<file path="src/design/ppe_pkg.sv">
// Constants, types and register map of the parallel port with enhanced cycles.
// Assumes one 40 MHz core clock and a host I/O decoder that hands over
// one byte-wide request at a time and waits for the ready answer.
// How it works
// - Data register resets, stores writes, drives pins
// - Compatible mode data read returns live pins
// - Status byte held stable for each read
// - Timeout flag set, cleared by write or read
// - Status bits 1 and 2 read zero
// - Status bits 3 to 6 mirror inputs
// - Status bit 7 is inverted busy
// - Control bits 6, 7 read zero, unwritable
// - Control bits drive strobe, feed, init, choose
// - Enabled acknowledge rising edge raises interrupt
// - Direction bit steers pins except compatible mode
// - Offset 3 runs address write or read
// - Offsets 4 to 7 run data cycles
// - Enhanced ports only in enhanced mode
// - Watchdog aborts cycle, sets timeout flag
// - Active strobe bit forces write direction
// - Write with direction set becomes read
// - Stretch host cycle, wait for hold first
// - Data and direction before address/data strobe
// - Hold release ends strobe and host cycle
// - Interrupt input passes uninverted, rising edge

package ppe_pkg;

  // ----------------------------------------
  // Register offsets
  // ----------------------------------------
  localparam logic [2:0] ADDR_DATA = 3'h0;
  localparam logic [2:0] ADDR_STATUS = 3'h1;
  localparam logic [2:0] ADDR_CTRL = 3'h2;
  localparam logic [2:0] ADDR_EPP_ADDR = 3'h3;

  // ----------------------------------------
  // Field positions
  // ----------------------------------------
  localparam int ST_BUS_TIMEOUT_FLAG = 0;
  localparam int ST_RSV_LO = 1;
  localparam int ST_RSV_HI = 2;
  localparam int ST_FAULT = 3;
  localparam int ST_ONLINE = 4;
  localparam int ST_PAPER = 5;
  localparam int ST_ACK = 6;
  localparam int ST_READY = 7;
  localparam int CT_STROBE = 0;
  localparam int CT_FEED = 1;
  localparam int CT_INIT = 2;
  localparam int CT_CHOOSE = 3;
  localparam int CT_PORT_IRQ_ENABLE = 4;
  localparam int CT_DIR = 5;
  localparam int CT_W = 6;

  // ----------------------------------------
  // Reset and fixed values
  // ----------------------------------------
  localparam logic [7:0] ODATA_RST = 8'h00;
  localparam logic [5:0] CTRL_RST = 6'h00;
  localparam logic [7:0] UNMAPPED_RD = 8'hFF;
  localparam logic [1:0] CTRL_HI_ZERO = 2'h0;

  // ----------------------------------------
  // Timing
  // ----------------------------------------
  localparam int CLK_PERIOD_NS = 25;
  localparam int TMO_US = 10;
  localparam int WDOG_CYC = (TMO_US * 1000) / CLK_PERIOD_NS;
  localparam int WDOG_W = 9;
  localparam logic [WDOG_W-1:0] WDOG_LIM = WDOG_W'(WDOG_CYC);

  // ----------------------------------------
  // Modes and states
  // ----------------------------------------
  typedef enum logic [1:0] {MODE_SPP, MODE_BIDIR, MODE_EPP} ppe_mode_t;
  typedef enum logic [2:0] {S_IDLE, S_SYNC, S_SETUP, S_STB, S_END} ppe_epp_state_t;

  // ----------------------------------------
  // Carriers
  // ----------------------------------------
  typedef struct packed {
    logic req;
    logic wr;
    logic [2:0] addr;
    logic [7:0] wdata;
  } ppe_host_req_t;

  typedef struct packed {
    logic rdy;
    logic busy;
    logic [7:0] rdata;
  } ppe_host_rsp_t;

  // Busy line doubles as the peripheral_hold_n line in enhanced cycles
  typedef struct packed {
    logic [7:0] data;
    logic ack;
    logic busy_line;
    logic paper_out_input;
    logic printer_online_input;
    logic fault_n;
  } ppe_pin_in_t;

  // In enhanced cycles: strobe pin is transfer_dir_n, feed pin is
  // data_phase_stb_n, choose pin is addr_phase_stb_n
  typedef struct packed {
    logic [7:0] data;
    logic data_oe;
    logic strobe_pin_n;
    logic line_feed_request_pin_n;
    logic init_pin;
    logic printer_choose_pin_n;
  } ppe_pin_out_t;

  localparam ppe_pin_out_t PIN_RST = '{data: 8'h00, data_oe: 1'b1, strobe_pin_n: 1'b1,
    line_feed_request_pin_n: 1'b1, init_pin: 1'b0, printer_choose_pin_n: 1'b1};

  typedef struct packed {
    ppe_epp_state_t state;
    logic [7:0] odata;
    logic [CT_W-1:0] ctrl;
    logic bus_timeout_flag;
    logic ack_prev;
    logic wrcyc;
    logic [2:0] addr;
    logic [7:0] abyte;
    ppe_host_rsp_t rsp;
    ppe_pin_out_t pout;
    logic irq;
  } ppe_port_state_t;

  typedef struct packed {
    logic [WDOG_W-1:0] cnt;
    logic expired;
  } ppe_wdog_state_t;

endpackage

</file>
<file path="src/design/ppe_parallel_port.sv">
// Parallel port with compatible, bidirectional and enhanced transfer modes.
// Assumes a host I/O front end that issues one request and waits for rdy;
// all pin inputs are synchronous to clk.
`timescale 1ns/1ps

module ppe_parallel_port (
  // Clock and reset
  input wire logic clk,
  input wire logic resetn,
  // Configuration
  input wire ppe_pkg::ppe_mode_t mode,
  input wire logic timeout_select,
  // Host I/O
  input wire ppe_pkg::ppe_host_req_t host_req,
  output ppe_pkg::ppe_host_rsp_t host_rsp,
  // Parallel cable
  input wire ppe_pkg::ppe_pin_in_t pin_in,
  output ppe_pkg::ppe_pin_out_t pin_out,
  // Interrupt
  output logic irq
);

  ppe_pkg::ppe_port_state_t st_q, st_d;
  logic [7:0] status_now;
  logic take;
  logic wd_start;
  logic wd_run;
  logic wd_expired;
  logic epp_drive;
  logic strobe_on;

  // ----------------------------------------
  // Watchdog
  // ----------------------------------------
  // guard enhanced cycle
  assign wd_run = (st_q.state == ppe_pkg::S_SYNC) || (st_q.state == ppe_pkg::S_SETUP) ||
                  (st_q.state == ppe_pkg::S_STB);

  ppe_watchdog u_wdog (
    .clk(clk),
    .resetn(resetn),
    .start(wd_start),
    .run(wd_run),
    .expired(wd_expired)
  );

  // ----------------------------------------
  // Status byte
  // ----------------------------------------
  always_comb begin
    status_now = 8'h00;
    status_now[ppe_pkg::ST_BUS_TIMEOUT_FLAG] = st_q.bus_timeout_flag;
    status_now[ppe_pkg::ST_FAULT] = pin_in.fault_n;
    status_now[ppe_pkg::ST_ONLINE] = pin_in.printer_online_input;
    status_now[ppe_pkg::ST_PAPER] = pin_in.paper_out_input;
    status_now[ppe_pkg::ST_ACK] = pin_in.ack;
    status_now[ppe_pkg::ST_READY] = ~pin_in.busy_line;
  end

  assign take = (st_q.state == ppe_pkg::S_IDLE) && host_req.req;

  // ----------------------------------------
  // Next state
  // ----------------------------------------
  always_comb begin
    st_d = st_q;
    st_d.rsp.rdy = 1'b0;
    st_d.irq = 1'b0;
    st_d.ack_prev = pin_in.ack;
    wd_start = 1'b0;
    epp_drive = 1'b0;
    strobe_on = 1'b0;

    if (st_q.ctrl[ppe_pkg::CT_PORT_IRQ_ENABLE] && pin_in.ack && !st_q.ack_prev) begin
      st_d.irq = 1'b1;
    end

    case (st_q.state)
      ppe_pkg::S_IDLE: begin
        if (host_req.req) begin
          st_d.addr = host_req.addr;
          if (host_req.addr >= ppe_pkg::ADDR_EPP_ADDR) begin
            if (mode == ppe_pkg::MODE_EPP) begin
              st_d.state = ppe_pkg::S_SYNC;
              st_d.rsp.busy = 1'b1;
              wd_start = 1'b1;
              // direction bit turns write to read
              st_d.wrcyc = st_q.ctrl[ppe_pkg::CT_STROBE] |
                           (host_req.wr & ~st_q.ctrl[ppe_pkg::CT_DIR]);
              if (host_req.wr) begin
                st_d.abyte = host_req.wdata;
              end
            end else begin
              st_d.rsp.rdy = 1'b1;
              st_d.rsp.rdata = ppe_pkg::UNMAPPED_RD;
            end
          end else begin
            st_d.rsp.rdy = 1'b1;
            st_d.rsp.rdata = 8'h00;
            case (host_req.addr)
              ppe_pkg::ADDR_DATA: begin
                if (host_req.wr) begin
                  st_d.odata = host_req.wdata;
                end
                st_d.rsp.rdata = pin_in.data;
              end
              ppe_pkg::ADDR_STATUS: begin
                st_d.rsp.rdata = status_now;
                // clear by write one or by read
                if (host_req.wr && !timeout_select && host_req.wdata[ppe_pkg::ST_BUS_TIMEOUT_FLAG]) begin
                  st_d.bus_timeout_flag = 1'b0;
                end
                if (!host_req.wr && timeout_select) begin
                  st_d.bus_timeout_flag = 1'b0;
                end
              end
              default: begin
                if (host_req.wr) begin
                  st_d.ctrl = host_req.wdata[ppe_pkg::CT_W-1:0];
                end
                st_d.rsp.rdata = {ppe_pkg::CTRL_HI_ZERO, st_q.ctrl};
              end
            endcase
          end
        end
      end
      ppe_pkg::S_SYNC: begin
        // wait for hold active before moving lines
        if (!pin_in.busy_line) begin
          st_d.state = ppe_pkg::S_SETUP;
        end
      end
      ppe_pkg::S_SETUP: begin
        st_d.state = ppe_pkg::S_STB;
      end
      ppe_pkg::S_STB: begin
        if (pin_in.busy_line) begin
          st_d.state = ppe_pkg::S_END;
          st_d.rsp.rdy = 1'b1;
          st_d.rsp.busy = 1'b0;
          st_d.rsp.rdata = pin_in.data;
        end
      end
      ppe_pkg::S_END: begin
        st_d.state = ppe_pkg::S_IDLE;
      end
      default: begin
        st_d.state = ppe_pkg::S_IDLE;
      end
    endcase

    // abort and flag; set wins over a clear
    if (wd_expired && wd_run) begin
      st_d.bus_timeout_flag = 1'b1;
      st_d.state = ppe_pkg::S_END;
      st_d.rsp.rdy = 1'b1;
      st_d.rsp.busy = 1'b0;
      st_d.rsp.rdata = pin_in.data;
    end

    // ----------------------------------------
    // Pin drive
    // ----------------------------------------
    // Lines stay on the control register until hold is seen active or the watchdog aborts the cycle
    epp_drive = (st_d.state == ppe_pkg::S_SETUP) || (st_d.state == ppe_pkg::S_STB) ||
                (st_d.state == ppe_pkg::S_END);
    strobe_on = (st_d.state == ppe_pkg::S_STB);
    st_d.pout.init_pin = st_d.ctrl[ppe_pkg::CT_INIT];
    if (epp_drive) begin
      // byte and direction ahead of strobe
      st_d.pout.data = st_d.abyte;
      st_d.pout.data_oe = st_d.wrcyc;
      st_d.pout.strobe_pin_n = ~st_d.wrcyc;
      st_d.pout.printer_choose_pin_n = ~(strobe_on && st_d.addr == ppe_pkg::ADDR_EPP_ADDR);
      // data strobe on offsets 4 to 7
      st_d.pout.line_feed_request_pin_n = ~(strobe_on && st_d.addr != ppe_pkg::ADDR_EPP_ADDR);
    end else begin
      st_d.pout.data = st_d.odata;
      // direction bit, forced out in compatible mode
      st_d.pout.data_oe = (mode == ppe_pkg::MODE_SPP) | ~st_d.ctrl[ppe_pkg::CT_DIR];
      st_d.pout.strobe_pin_n = ~st_d.ctrl[ppe_pkg::CT_STROBE];
      st_d.pout.line_feed_request_pin_n = ~st_d.ctrl[ppe_pkg::CT_FEED];
      st_d.pout.printer_choose_pin_n = ~st_d.ctrl[ppe_pkg::CT_CHOOSE];
    end
  end

  always_ff @(posedge clk or negedge resetn) begin
    if (!resetn) begin
      st_q <= '0;
      st_q.odata <= ppe_pkg::ODATA_RST;
      st_q.ctrl <= ppe_pkg::CTRL_RST;
      st_q.pout <= ppe_pkg::PIN_RST;
    end else begin
      st_q <= st_d;
    end
  end

  assign host_rsp = st_q.rsp;
  assign pin_out = st_q.pout;
  assign irq = st_q.irq;
endmodule

</file>
<file path="src/design/ppe_watchdog.sv">
// Cycle watchdog for enhanced transfers.
// Assumes start pulses once as a cycle begins and run stays high while it lasts.
`timescale 1ns/1ps

module ppe_watchdog (
  // Clock and reset
  input wire logic clk,
  input wire logic resetn,
  // Control
  input wire logic start,
  input wire logic run,
  // Result
  output logic expired
);

  ppe_pkg::ppe_wdog_state_t st_q, st_d;

  // ----------------------------------------
  // Counter
  // ----------------------------------------
  always_comb begin
    st_d = st_q;
    st_d.expired = 1'b0;
    if (start) begin
      st_d.cnt = '0;
    end else if (run && st_q.cnt != ppe_pkg::WDOG_LIM) begin
      st_d.cnt = st_q.cnt + 1'b1;
      // Fires once; the counter then parks until the next start
      st_d.expired = (st_d.cnt == ppe_pkg::WDOG_LIM);
    end
  end

  always_ff @(posedge clk or negedge resetn) begin
    if (!resetn) begin
      st_q <= '0;
    end else begin
      st_q <= st_d;
    end
  end

  assign expired = st_q.expired;
endmodule

</file>
<file path="config.mk">
export PLATFORM = sky130hd
export DESIGN_NAME = ppe_parallel_port
export DESIGN_NICKNAME = d
export VERILOG_FILES = /design/src/design/ppe_pkg.sv /design/src/design/ppe_parallel_port.sv /design/src/design/ppe_watchdog.sv
export SDC_FILE = /design/constraint.sdc
export NUM_CORES = 1
export LEC_CHECK = 0
export BUFFER_PORTS_ARGS = -buffer_cell sky130_fd_sc_hd__buf_4
export CAP_MARGIN = 20
export CORE_MARGIN = 4
export CORE_UTILIZATION = 46
export DETAILED_ROUTE_END_ITERATION = 12
export GPL_ROUTABILITY_DRIVEN = 0
export PLACE_DENSITY = 0.7
export SETUP_SLACK_MARGIN = 0.5
export SYNTH_ARGS = -nofsm -noshare
export SYNTH_HDL_FRONTEND = slang
export SYNTH_SLANG_ARGS = --single-unit
</file>
<file path="constraint.sdc">
create_clock -name clk -period 2 [get_ports clk]
set_clock_uncertainty 0.05 [all_clocks]
set_input_delay 0.5 -clock clk [delete_from_list [all_inputs] [get_ports clk]]
set_output_delay 0.5 -clock clk [all_outputs]
set_load 0.01 [all_outputs]
</file>
==> run_results.csv, run 1 <==
group,metric,value,unit
worst_setup_path,crit_fanout,5,
worst_setup_path,crit_chain,"buf_4, buf_6, nor4b_4, nand4b_1, buf_4, mux2_4, o21ai_2",
sta,worst_slew_pin_slew,0.379,ns
pwr,total_power,6.56,mW
floorplanning,die_y,93.0,µm
worst_setup_path,reg2reg_from,"st_q[54]",
sta,fin_crit_sh,96.5,%
synth,async_reset_ff_share,100,%
layout,layout-drive-gt1-share,45.5,%
synth,syn_inst,324,
grt,grt_pass1_wl,12600,µm
layout,antennaDiodeCount,0,
floorplanning,fp.dieArea,0.00865,mm²
routing,drtIter0Drc,148,
sta,rsz0062_at_grt,"yes",
clocking,cts_tree,"yes",
clocking,clock_path_buffers,2,
routing,topRoutingLayerUsed,"met4",
worst_setup_path,ff2ff_path_depth,7,
floorplanning,fp-row-count,30,
run,maxCapViolations,0,
synth,syn_nets,358,
floorplanning,io_pins,55,
synth,synth_edf_count,0,
worst_setup_path,arrival,2.13,ns
synth,synth_top_area_share,45.2,%
synth,seq_area_frac_synth,48.4,%
layout,final_cell_mix,"buf_4, dfrtp_1, nor2_1",
routing,firstDrtPassIters,4,
routing,avgRoutedWirePerCell,15.6,µm
worst_setup_path,cp-end-kind,"flip-flop",
placed_design,hpwl,5240,µm
grt,antenna_found_initial,0,
worst_setup_path,crit_path_top_delay_cell,"dfrtp_1",
worst_hold_path,hp-class,"input pin to async pin",
pwr,p_comb_share,49.0,%
placed_design,place_ws,-0.103,ns
worst_setup_path,slowest_delay,0.39,ns
synth,avgSynthCellArea,10.3,µm²
worst_setup_path,r2r-end,"pin_out[3]",
routing,drt-total-wl,7680,µm
synth,ys_seq_elements,64,
floorplanning,core,0.00691,mm²
synth,synth_top_area_cell,"dfrtp_1",
sta,fmax,518,MHz
layout,layout_commonest_cell,"buf_4",
pwr,switching_share,35.7,%
layout,stdcell_count,492,
run_status,run_status,"complete, no violations",
grt,gr-total-overflow,0,
clocking,holdBufCountCts,0,
worst_setup_path,start_kind,"flip-flop",
clocking,cts_num_sinks,64,
synth,synth_area_leaders,"dfrtp_1, mux2_2, buf_4",
clocking,cts-root-buf,"clkbuf_8",
synth,synth_area,0.00332,mm²
worst_setup_path,worst-setup-path-type,"flip-flop to flip-flop",
routing,met2WireLength,3730,µm
pwr,p_sw,2.34,mW
floorplanning,start_util,48.1,%
grt,grt_pass1_vias,2588,
pwr,ir_worst_vdd,0.706,mV
grt,grt_usage,18.5,%
routing,dr_total_vias,2575,
worst_setup_path,reg2reg_slack,0.07,ns
synth,ys_warn_count,0,
layout,area.growth.synth_to_final,35.4,%
placed_design,port-buffer-count,54,
synth,synth_cell_types,51,
pwr,p_leak,2.09,nW
worst_setup_path,cp.required,2.20,ns
routing,via_per_inst,5.23,
routing,wl_met1,3490,µm
layout,fin_nets,425,
pwr,pwr-share-clk,16.8,%
clocking,numCtsBuffers,9,
clocking,clk_latency,0.33,ns
sta,fin_ws,0.0690,ns
sta,setup_viol,0,
floorplanning,fp.dieW,93.0,µm
synth,synth_ff_type,"dfrtp_1",
routing,ant_nets,0,
placed_design,dp_cells,459,
sta,maxSlewHeadroom,74.7,%
routing,drc,0,
sta,hold_viol_final,0,
sta,fin_crit,1.93,ns
grt,grt_max_degree,39,
clocking,clk_transition_reported_paths,0.07,ns
sta,finalMaxSlewViolations,0,
pwr,intPower,4.22,mW
pwr,p_per_area,1460,mW/mm²
routing,wl_met3,341,µm
clocking,htree_levels,3,
worst_setup_path,cpMostUsedCell,"buf_4",
pwr,seq_power_share,34.2,%
[through the flow]
step	instance area, µm²	util, %	setup TNS, ns	hold slack [ns]
2_1_floorplan	3470	-	-0.116	0.154
3_3_place_gp	3910	56.6	-0.839	0.334
3_5_place_dp	3910	56.6	-1.05	0.329
4_1_cts	4280	62.0	0	0.0310
5_1_grt	4500	65.1	0	0.0298
6_report	4500	65.1	0	0.0249
[kinds of logic (layout without fill, tap and decap cells)]
group | Yosys count | after routing | synth area share (%)
AO/OA/AOI/OAI | 85 | 85 | 15.9
AND/OR/NAND/NOR | 84 | 85 | 13.8
flip-flops | 64 | 64 | 48.4
buffers and inverters | 55 | 126 | 9.15
multiplexers | 30 | 30 | 10.8
adder cells (fa/ha/maj) | 3 | 3 | 1.13
XOR/XNOR | 3 | 3 | 0.791
[registers in the layout, summed over array words and instances, names as in the netlist]
| signal | count |
|---|---|
| irq | 1 |
| host_rsp | 10 |
| u_wdog.st_q | 9 |
| u_wdog.expired | 1 |
| pin_out | 12 |
| st_q | 31 |
[how the worst max path moves through the flow]
stage / from / end / slack, ns / cells after the start
2_1_floorplan: host_req[12] / st_q[24] / -0.01 / 5
4_1_cts: st_q[53] / st_q[25] / 0.03 / 4
5_1_grt: st_q[54] / host_rsp[1] / 0.01 / 7
3_3_place_gp: host_req[12] / st_q[30] / -0.08 / 5
3_5_place_dp: host_req[12] / st_q[29] / -0.10 / 5
6_report: st_q[54] / pin_out[3] / 0.07 / 7
[timing repair]
item	CTS	global route
gates cloned	1	1
setup endpoints to repair	61	65
pin swaps	12	11
gates resized for setup	27	34
buffers inserted	8	7
[power by group through the flow]
| stage | combinational [mW] | clock [mW] | sequential, mW |
|---|---|---|---|
| after global placement | 2.58 | 0 | 2.21 |
| after floorplan | 2.16 | 0 | 2.14 |
| after detailed placement | 2.65 | 0 | 2.22 |
| final | 3.22 | 1.10 | 2.24 |
| after global routing | 3.51 | 1.19 | 2.32 |
| after CTS | 2.92 | 1.13 | 2.22 |
[final cells by class]
class                      instances  area [µm²]
clock inverter                     5        56.3
clock buffer                      11         141
multi-input combinational        206        1690
inverter                          16        60.1
timing repair buffer              94         825
sequential                        64        1610
tap                               96         120
fill                             561        2410
[synth_stat cells, types with 2 or more instances]
master / number
a31oi_1: 8
o22ai_1: 8
ha_1: 3
inv_1: 16
mux2_4: 8
a22o_1: 8
nand4b_1: 3
buf_4: 23
nand3_1: 5
buf_2: 3
dfrtp_1: 60
nand2_1: 17
a211o_1: 2
mux2_2: 16
or2_2: 2
a21oi_1: 21
xor2_1: 2
nand2b_1: 3
a21o_1: 3
dfstp_2: 4
a2bb2oi_1: 2
nor3_1: 12
o21a_1: 2
nand3b_1: 2
nor2b_1: 3
nor2_1: 26
clkbuf_1: 11
o21ai_0: 23
mux2i_1: 6
[routing by layer]
| metal | vias to the layer above | global-route usage (%) |
|---|---|---|
| li1 | 1259 | - |
| met1 | 1220 | 25.6 |
| met2 | 85 | 28.2 |
| met3 | 11 | 3.30 |
| met4 | 0 | 8.67 |
| met5 | - | 0 |
[worst max-delay path, delay by kind of cell (launching register included)]
family | cells | cell delay, ns
AOI/OAI and AO/OA | 1 | 0.13
DFF | 1 | 0.39
and+or+nand+nor | 2 | 0.52
buffers and inverters | 3 | 0.45
muxes | 1 | 0.31
Note: power is estimated with default switching activity, not from simulation.
==> run 2, diff against run 1 <==
--- a/config.mk
+++ b/config.mk
@@ -6,12 +6,11 @@
 export NUM_CORES = 1
 export LEC_CHECK = 0
 export BUFFER_PORTS_ARGS = -buffer_cell sky130_fd_sc_hd__buf_4
-export CAP_MARGIN = 20
 export CORE_MARGIN = 4
-export CORE_UTILIZATION = 46
+export CORE_UTILIZATION = 45
 export DETAILED_ROUTE_END_ITERATION = 12
 export GPL_ROUTABILITY_DRIVEN = 0
-export PLACE_DENSITY = 0.7
+export PLACE_DENSITY = 0.69
 export SETUP_SLACK_MARGIN = 0.5
 export SYNTH_ARGS = -nofsm -noshare
 export SYNTH_HDL_FRONTEND = slang
==> constraint.sdc (replaced) <==
create_clock -name clk -period 2 [get_ports clk]
set_clock_uncertainty 0.05 [all_clocks]
set_input_delay 0.4 -clock clk [delete_from_list [all_inputs] [get_ports clk]]
set_output_delay 0.4 -clock clk [all_outputs]
set_load 0.01 [all_outputs]
==> run_results.csv, run 2 (synthesis gave the netlist of run 1 again) <==
group,metric,value,unit
clocking,clk_latency,0.35,ns
sta,fin_tns_setup,0,ns
grt,grt_pass1_wl,12900,µm
worst_setup_path,ff2ff_path_depth,7,
worst_hold_path,min_path_cells,1,
worst_setup_path,critPathBufInv,3,
grt,antenna_found_initial,0,
worst_setup_path,cp.required,2.22,ns
pwr,ir_worst_vdd,0.731,mV
worst_hold_path,hold_path_end,"st_q[36]",
worst_setup_path,reg2reg_from,"st_q[53]",
layout,largest-register,"st_q",
placed_design,hpwl,5260,µm
worst_setup_path,worst-setup-path-type,"flip-flop to flip-flop",
clocking,cts_tree,"yes",
floorplanning,fp-row-count,31,
floorplanning,die_y,93.9,µm
floorplanning,fp.dieArea,0.00882,mm²
sta,fin_crit,1.91,ns
pwr,p_leak,2.15,nW
grt,gr-total-overflow,0,
placed_design,port-buffer-count,54,
sta,finalMaxSlewViolations,0,
routing,ant_nets,0,
worst_setup_path,crit_path_top_delay_cell,"dfrtp_1",
floorplanning,fp.dieW,93.9,µm
sta,maxSlewHeadroom,73.0,%
sta,fin_crit_sh,95.6,%
worst_setup_path,arrival,2.13,ns
clocking,clock_path_buffers,2,
layout,fill_cells,562,
layout,final_cell_mix,"buf_4, dfrtp_1, nor2_1",
routing,via_per_inst,5.34,
layout,seqCellArea,0.00161,mm²
sta,fmax,523,MHz
run_status,run_status,"complete, no violations",
worst_hold_path,hp-start,"pin_in[4]",
worst_setup_path,critical_path.top_delay_family,"simple AND/OR/NAND/NOR gates",
layout,layout-drive-gt1-share,48.9,%
worst_setup_path,start_kind,"flip-flop",
worst_setup_path,crit_fanout,3,
floorplanning,core,0.00721,mm²
clocking,cts_num_sinks,64,
sta,worst_slew_pin_slew,0.404,ns
worst_setup_path,cp-end-kind,"flip-flop",
routing,drtIter0Drc,110,
run,maxCapViolations,0,
sta,hold_viol_final,0,
sta,setup_viol,0,
routing,drc,0,
clocking,htree_levels,3,
grt,grt_pass1_vias,2592,
pwr,p_per_area,1500,mW/mm²
worst_setup_path,slowest_delay,0.40,ns
layout,layout_commonest_cell,"buf_4",
sta,rsz0062_at_grt,"yes",
worst_setup_path,reg2reg_slack,0.09,ns
layout,multi_input_area,0.00178,mm²
worst_setup_path,cpMostUsedCell,"buf_6",
grt,grt_usage,18.9,%
layout,area.growth.synth_to_final,40.8,%
worst_setup_path,r2r-end,"pin_out[3]",
clocking,numCtsBuffers,9,
worst_hold_path,hp-class,"input pin to flip-flop",
layout,largest_reg_flops,31,
worst_setup_path,crit_chain,"buf_6, buf_6, nor4b_4, nand4b_1, buf_4, mux2_4, o21ai_2",
layout,antennaDiodeCount,0,
routing,avgRoutedWirePerCell,16.9,µm
floorplanning,start_util,46.0,%
routing,firstDrtPassIters,4,
layout,fin_nets,432,
floorplanning,io_pins,55,
clocking,clk_transition_reported_paths,0.08,ns
clocking,cts-root-buf,"clkbuf_8",
routing,drt-total-wl,8480,µm
grt,grt_max_degree,48,
routing,dr_total_vias,2681,
pwr,total_power,7.01,mW
==> run 2: metal layers <==
metal  wire [µm]  global-route usage [%]
met4         131                    7.34
met1        3660                    25.1
met5           0                       0
met3         376                    3.37
met2        4310                    30.7
==> run 2: cell type report <==
cell class	instances	area share (%)
clock inverters	4	1.10
multi-input cells	206	38.1
repair buffers	101	19.0
well taps	99	2.65
clock buffers	12	3.53
flip-flops and latches	64	34.3
inverters	16	1.28
==> run 2: worst reg2reg max path: cells and delay by family (launching register included) <==
| family | cells | cell delay (ns) |
|---|---|---|
| and+or+nand+nor | 2 | 0.53 |
| buffers and inverters | 3 | 0.43 |
| DFF | 1 | 0.40 |
| muxes | 1 | 0.31 |
| AOI/OAI and AO/OA | 1 | 0.11 |
==> run 2: metrics by stage <==
step | util (%) | instance area (µm²) | worst slack, ns | hold slack, ns | instances
6_report | 64.8 | 4680 | 0.0883 | 0.138 | 502
5_1_grt | 64.8 | 4680 | 0.0242 | 0.127 | 502
4_1_cts | 60.4 | 4360 | 0.0678 | 0.127 | 493
3_5_place_dp | 52.8 | 3810 | 0.00219 | 0.238 | 460
3_3_place_gp | 52.8 | 3810 | -0.00667 | 0.241 | 460
2_1_floorplan | - | 3380 | 0.0397 | 0.0544 | 324
==> run 2: report_power, final <==
| group | internal, mW | total, mW | switching [mW] |
|---|---|---|---|
| Clock | 0.678 | 1.18 | 0.507 |
| Sequential | 1.87 | 2.28 | 0.409 |
| Combinational | 1.92 | 3.55 | 1.63 |
| Total | 4.47 | 7.01 | 2.54 |
==> run 2: worst max-delay path by stage <==
stage / startpoint / to / slack [ns] / cells past startpoint
floorplan: st_q[54] / st_q[24] / 0.04 / 5
global placement: host_req[12] / st_q[30] / -0.007 / 5
detailed placement: host_req[12] / st_q[31] / 0.002 / 5
CTS: st_q[52] / st_q[31] / 0.07 / 4
global route: st_q[53] / pin_out[3] / 0.02 / 7
finish: st_q[53] / pin_out[3] / 0.09 / 7
==> run 2: what timing repair did <==
item	in CTS	in global routing
endpoints found under the setup margin	57	60
gates resized for setup	43	61
pin swaps	5	24
hold endpoints to repair	15	0
setup buffers	13	9
gates cloned	3	0
hold buffers	1	0
==> run 3, diff against run 2 <==
--- a/config.mk
+++ b/config.mk
@@ -5,7 +5,7 @@
 export SDC_FILE = /design/constraint.sdc
 export NUM_CORES = 1
 export LEC_CHECK = 0
-export BUFFER_PORTS_ARGS = -buffer_cell sky130_fd_sc_hd__buf_4
+export BUFFER_PORTS_ARGS = -buffer_cell sky130_fd_sc_hd__buf_2
 export CORE_MARGIN = 4
 export CORE_UTILIZATION = 45
 export DETAILED_ROUTE_END_ITERATION = 12
==> run_results.csv, run 3 (synthesis gave the netlist of run 1 again) <==
group,metric,value,unit
layout,largest_reg_flops,31,
placed_design,port-buffer-count,54,
sta,setup_viol,0,
worst_setup_path,arrival,2.10,ns
worst_setup_path,start_kind,"flip-flop",
floorplanning,io_pins,55,
sta,hold_viol_final,0,
clocking,cts-root-buf,"clkbuf_8",
floorplanning,fp-row-count,31,
pwr,total_power,6.54,mW
pwr,ir_worst_vdd,0.631,mV
clocking,cts_num_sinks,64,
worst_setup_path,cp-end-kind,"flip-flop",
floorplanning,start_util,46.0,%
sta,fin_crit,1.92,ns
layout,layout-drive-gt1-share,46.1,%
grt,grt-busiest-layer,"met2",
grt,grt_pass1_wl,12200,µm
clocking,clock_path_buffers,2,
routing,avgRoutedWirePerCell,16.0,µm
sta,maxSlewHeadroom,60.2,%
clocking,clk_latency,0.34,ns
grt,gr-total-overflow,0,
layout,largest-register,"st_q",
routing,drt-total-wl,7900,µm
routing,ant_nets,0,
placed_design,placed_cell_area,0.00369,mm²
worst_setup_path,cp.required,2.18,ns
clocking,cts_tree,"yes",
pwr,p_leak,2.04,nW
sta,rsz0062_at_grt,"yes",
placed_design,hpwl,5350,µm
grt,use_met3,3.85,%
sta,worst_slew_pin_slew,0.596,ns
clocking,clk_transition_reported_paths,0.07,ns
layout,multi_input_area,0.00164,mm²
grt,grt_pass1_vias,2500,
layout,fin_nets,424,
run,maxCapViolations,0,
grt,antenna_found_initial,0,
grt,grt_usage,17.9,%
layout,fill_cells,601,
floorplanning,fp.dieW,93.9,µm
worst_hold_path,hp-class,"input pin to flip-flop",
grt,use_met2,28.8,%
floorplanning,die_y,93.9,µm
grt,grt_max_degree,27,
layout,layout_commonest_cell,"dfrtp_1",
layout,final_cell_mix,"dfrtp_1, buf_2, buf_4",
grt,grtUsageMet1,24.0,%
sta,finalMaxSlewViolations,0,
routing,firstDrtPassIters,4,
routing,via_per_inst,5.26,
floorplanning,core,0.00721,mm²
pwr,p_per_area,1510,mW/mm²
run_status,run_status,"complete, no violations",
layout,postLayoutCellArea,0.00432,mm²
worst_setup_path,worst-setup-path-type,"flip-flop to flip-flop",
sta,fin_crit_sh,96.0,%
layout,antennaDiodeCount,0,
layout,area.growth.synth_to_final,30.0,%
layout,seqCellArea,0.00161,mm²
sta,fin_tns_setup,0,ns
sta,fmax,521,MHz
floorplanning,fp.dieArea,0.00882,mm²
routing,drtIter0Drc,104,
routing,dr_total_vias,2597,
clocking,numCtsBuffers,9,
routing,drc,0,
clocking,htree_levels,3,
worst_setup_path,crit_fanout,8,
## run 3: changes by cell type in the layout (fill, tap and decap cells not counted), moves of 6 or more
cell | before | now
nor3_2 | 7 | 1
nor3_1 | 3 | 11
buf_2 | 0 | 54
buf_6 | 19 | 10
buf_4 | 75 | 27
## run 3: stage by stage
stage / utilization, % / std cells / setup slack [ns] / hold slack (ns)
floorplan: - / 324 / 0.0397 / 0.0544
global placement: 51.2 / 463 / 0.0248 / 0.335
detailed placement: 51.2 / 463 / -0.0177 / 0.348
CTS: 57.1 / 490 / 0.0566 / 0.123
global route: 59.9 / 494 / 0.0212 / 0.120
finish: 59.9 / 494 / 0.0803 / 0.145
## run 3: final timing paths
check | start | endpoint | slack (ns) | cells after the start
setup reg to reg | st_q[53] | st_q[25] | 0.08 | 4
setup / recovery | st_q[53] | st_q[25] | 0.08 | 4
max in group asynchronous | resetn | pin_out[2] | 0.75 | 3
hold reg to reg | st_q[36] | irq | 0.36 | 1
min in group asynchronous | resetn | irq | 0.52 | 2
hold / removal | pin_in[4] | st_q[36] | 0.14 | 1
## run 3: critical path, cell delays in order, from the launching register on
cell	delay, ns
dfrtp_1	0.39
or4b_4	0.57
nor3_4	0.30
nand2_4	0.17
mux2_4	0.33
## run 3: layout make-up
cell class / instances / area share (%)
Clock inverter: 6 / 2.67
Multi-Input combinational cell: 205 / 38.0
Timing Repair Buffer: 94 / 14.6
Tap cell: 99 / 2.87
Clock buffer: 10 / 3.19
Inverter: 16 / 1.39
Sequential cell: 64 / 37.3
## run 3: where the power goes
group          internal [mW]  switching [mW]  total [mW]
Clock                  0.868           0.533        1.40
Sequential              1.87           0.367        2.24
Combinational           1.46            1.43        2.89
## run 3: repair_timing
action | CTS | global route
hold endpoints to repair | 19 | 0
buffers inserted | 9 | 4
hold buffers | 1 | 0
gates resized for setup | 24 | 39
pin swaps | 16 | 11
setup endpoints to repair | 57 | 60
gates cloned | 1 | 0
## run 3: per-layer routing
metal / wire length (µm) / part of all wire [%]
met1: 3620 / 46
met2: 3780 / 48
met3: 369 / 4.7
met4: 138 / 1.7
met5: 0 / 0
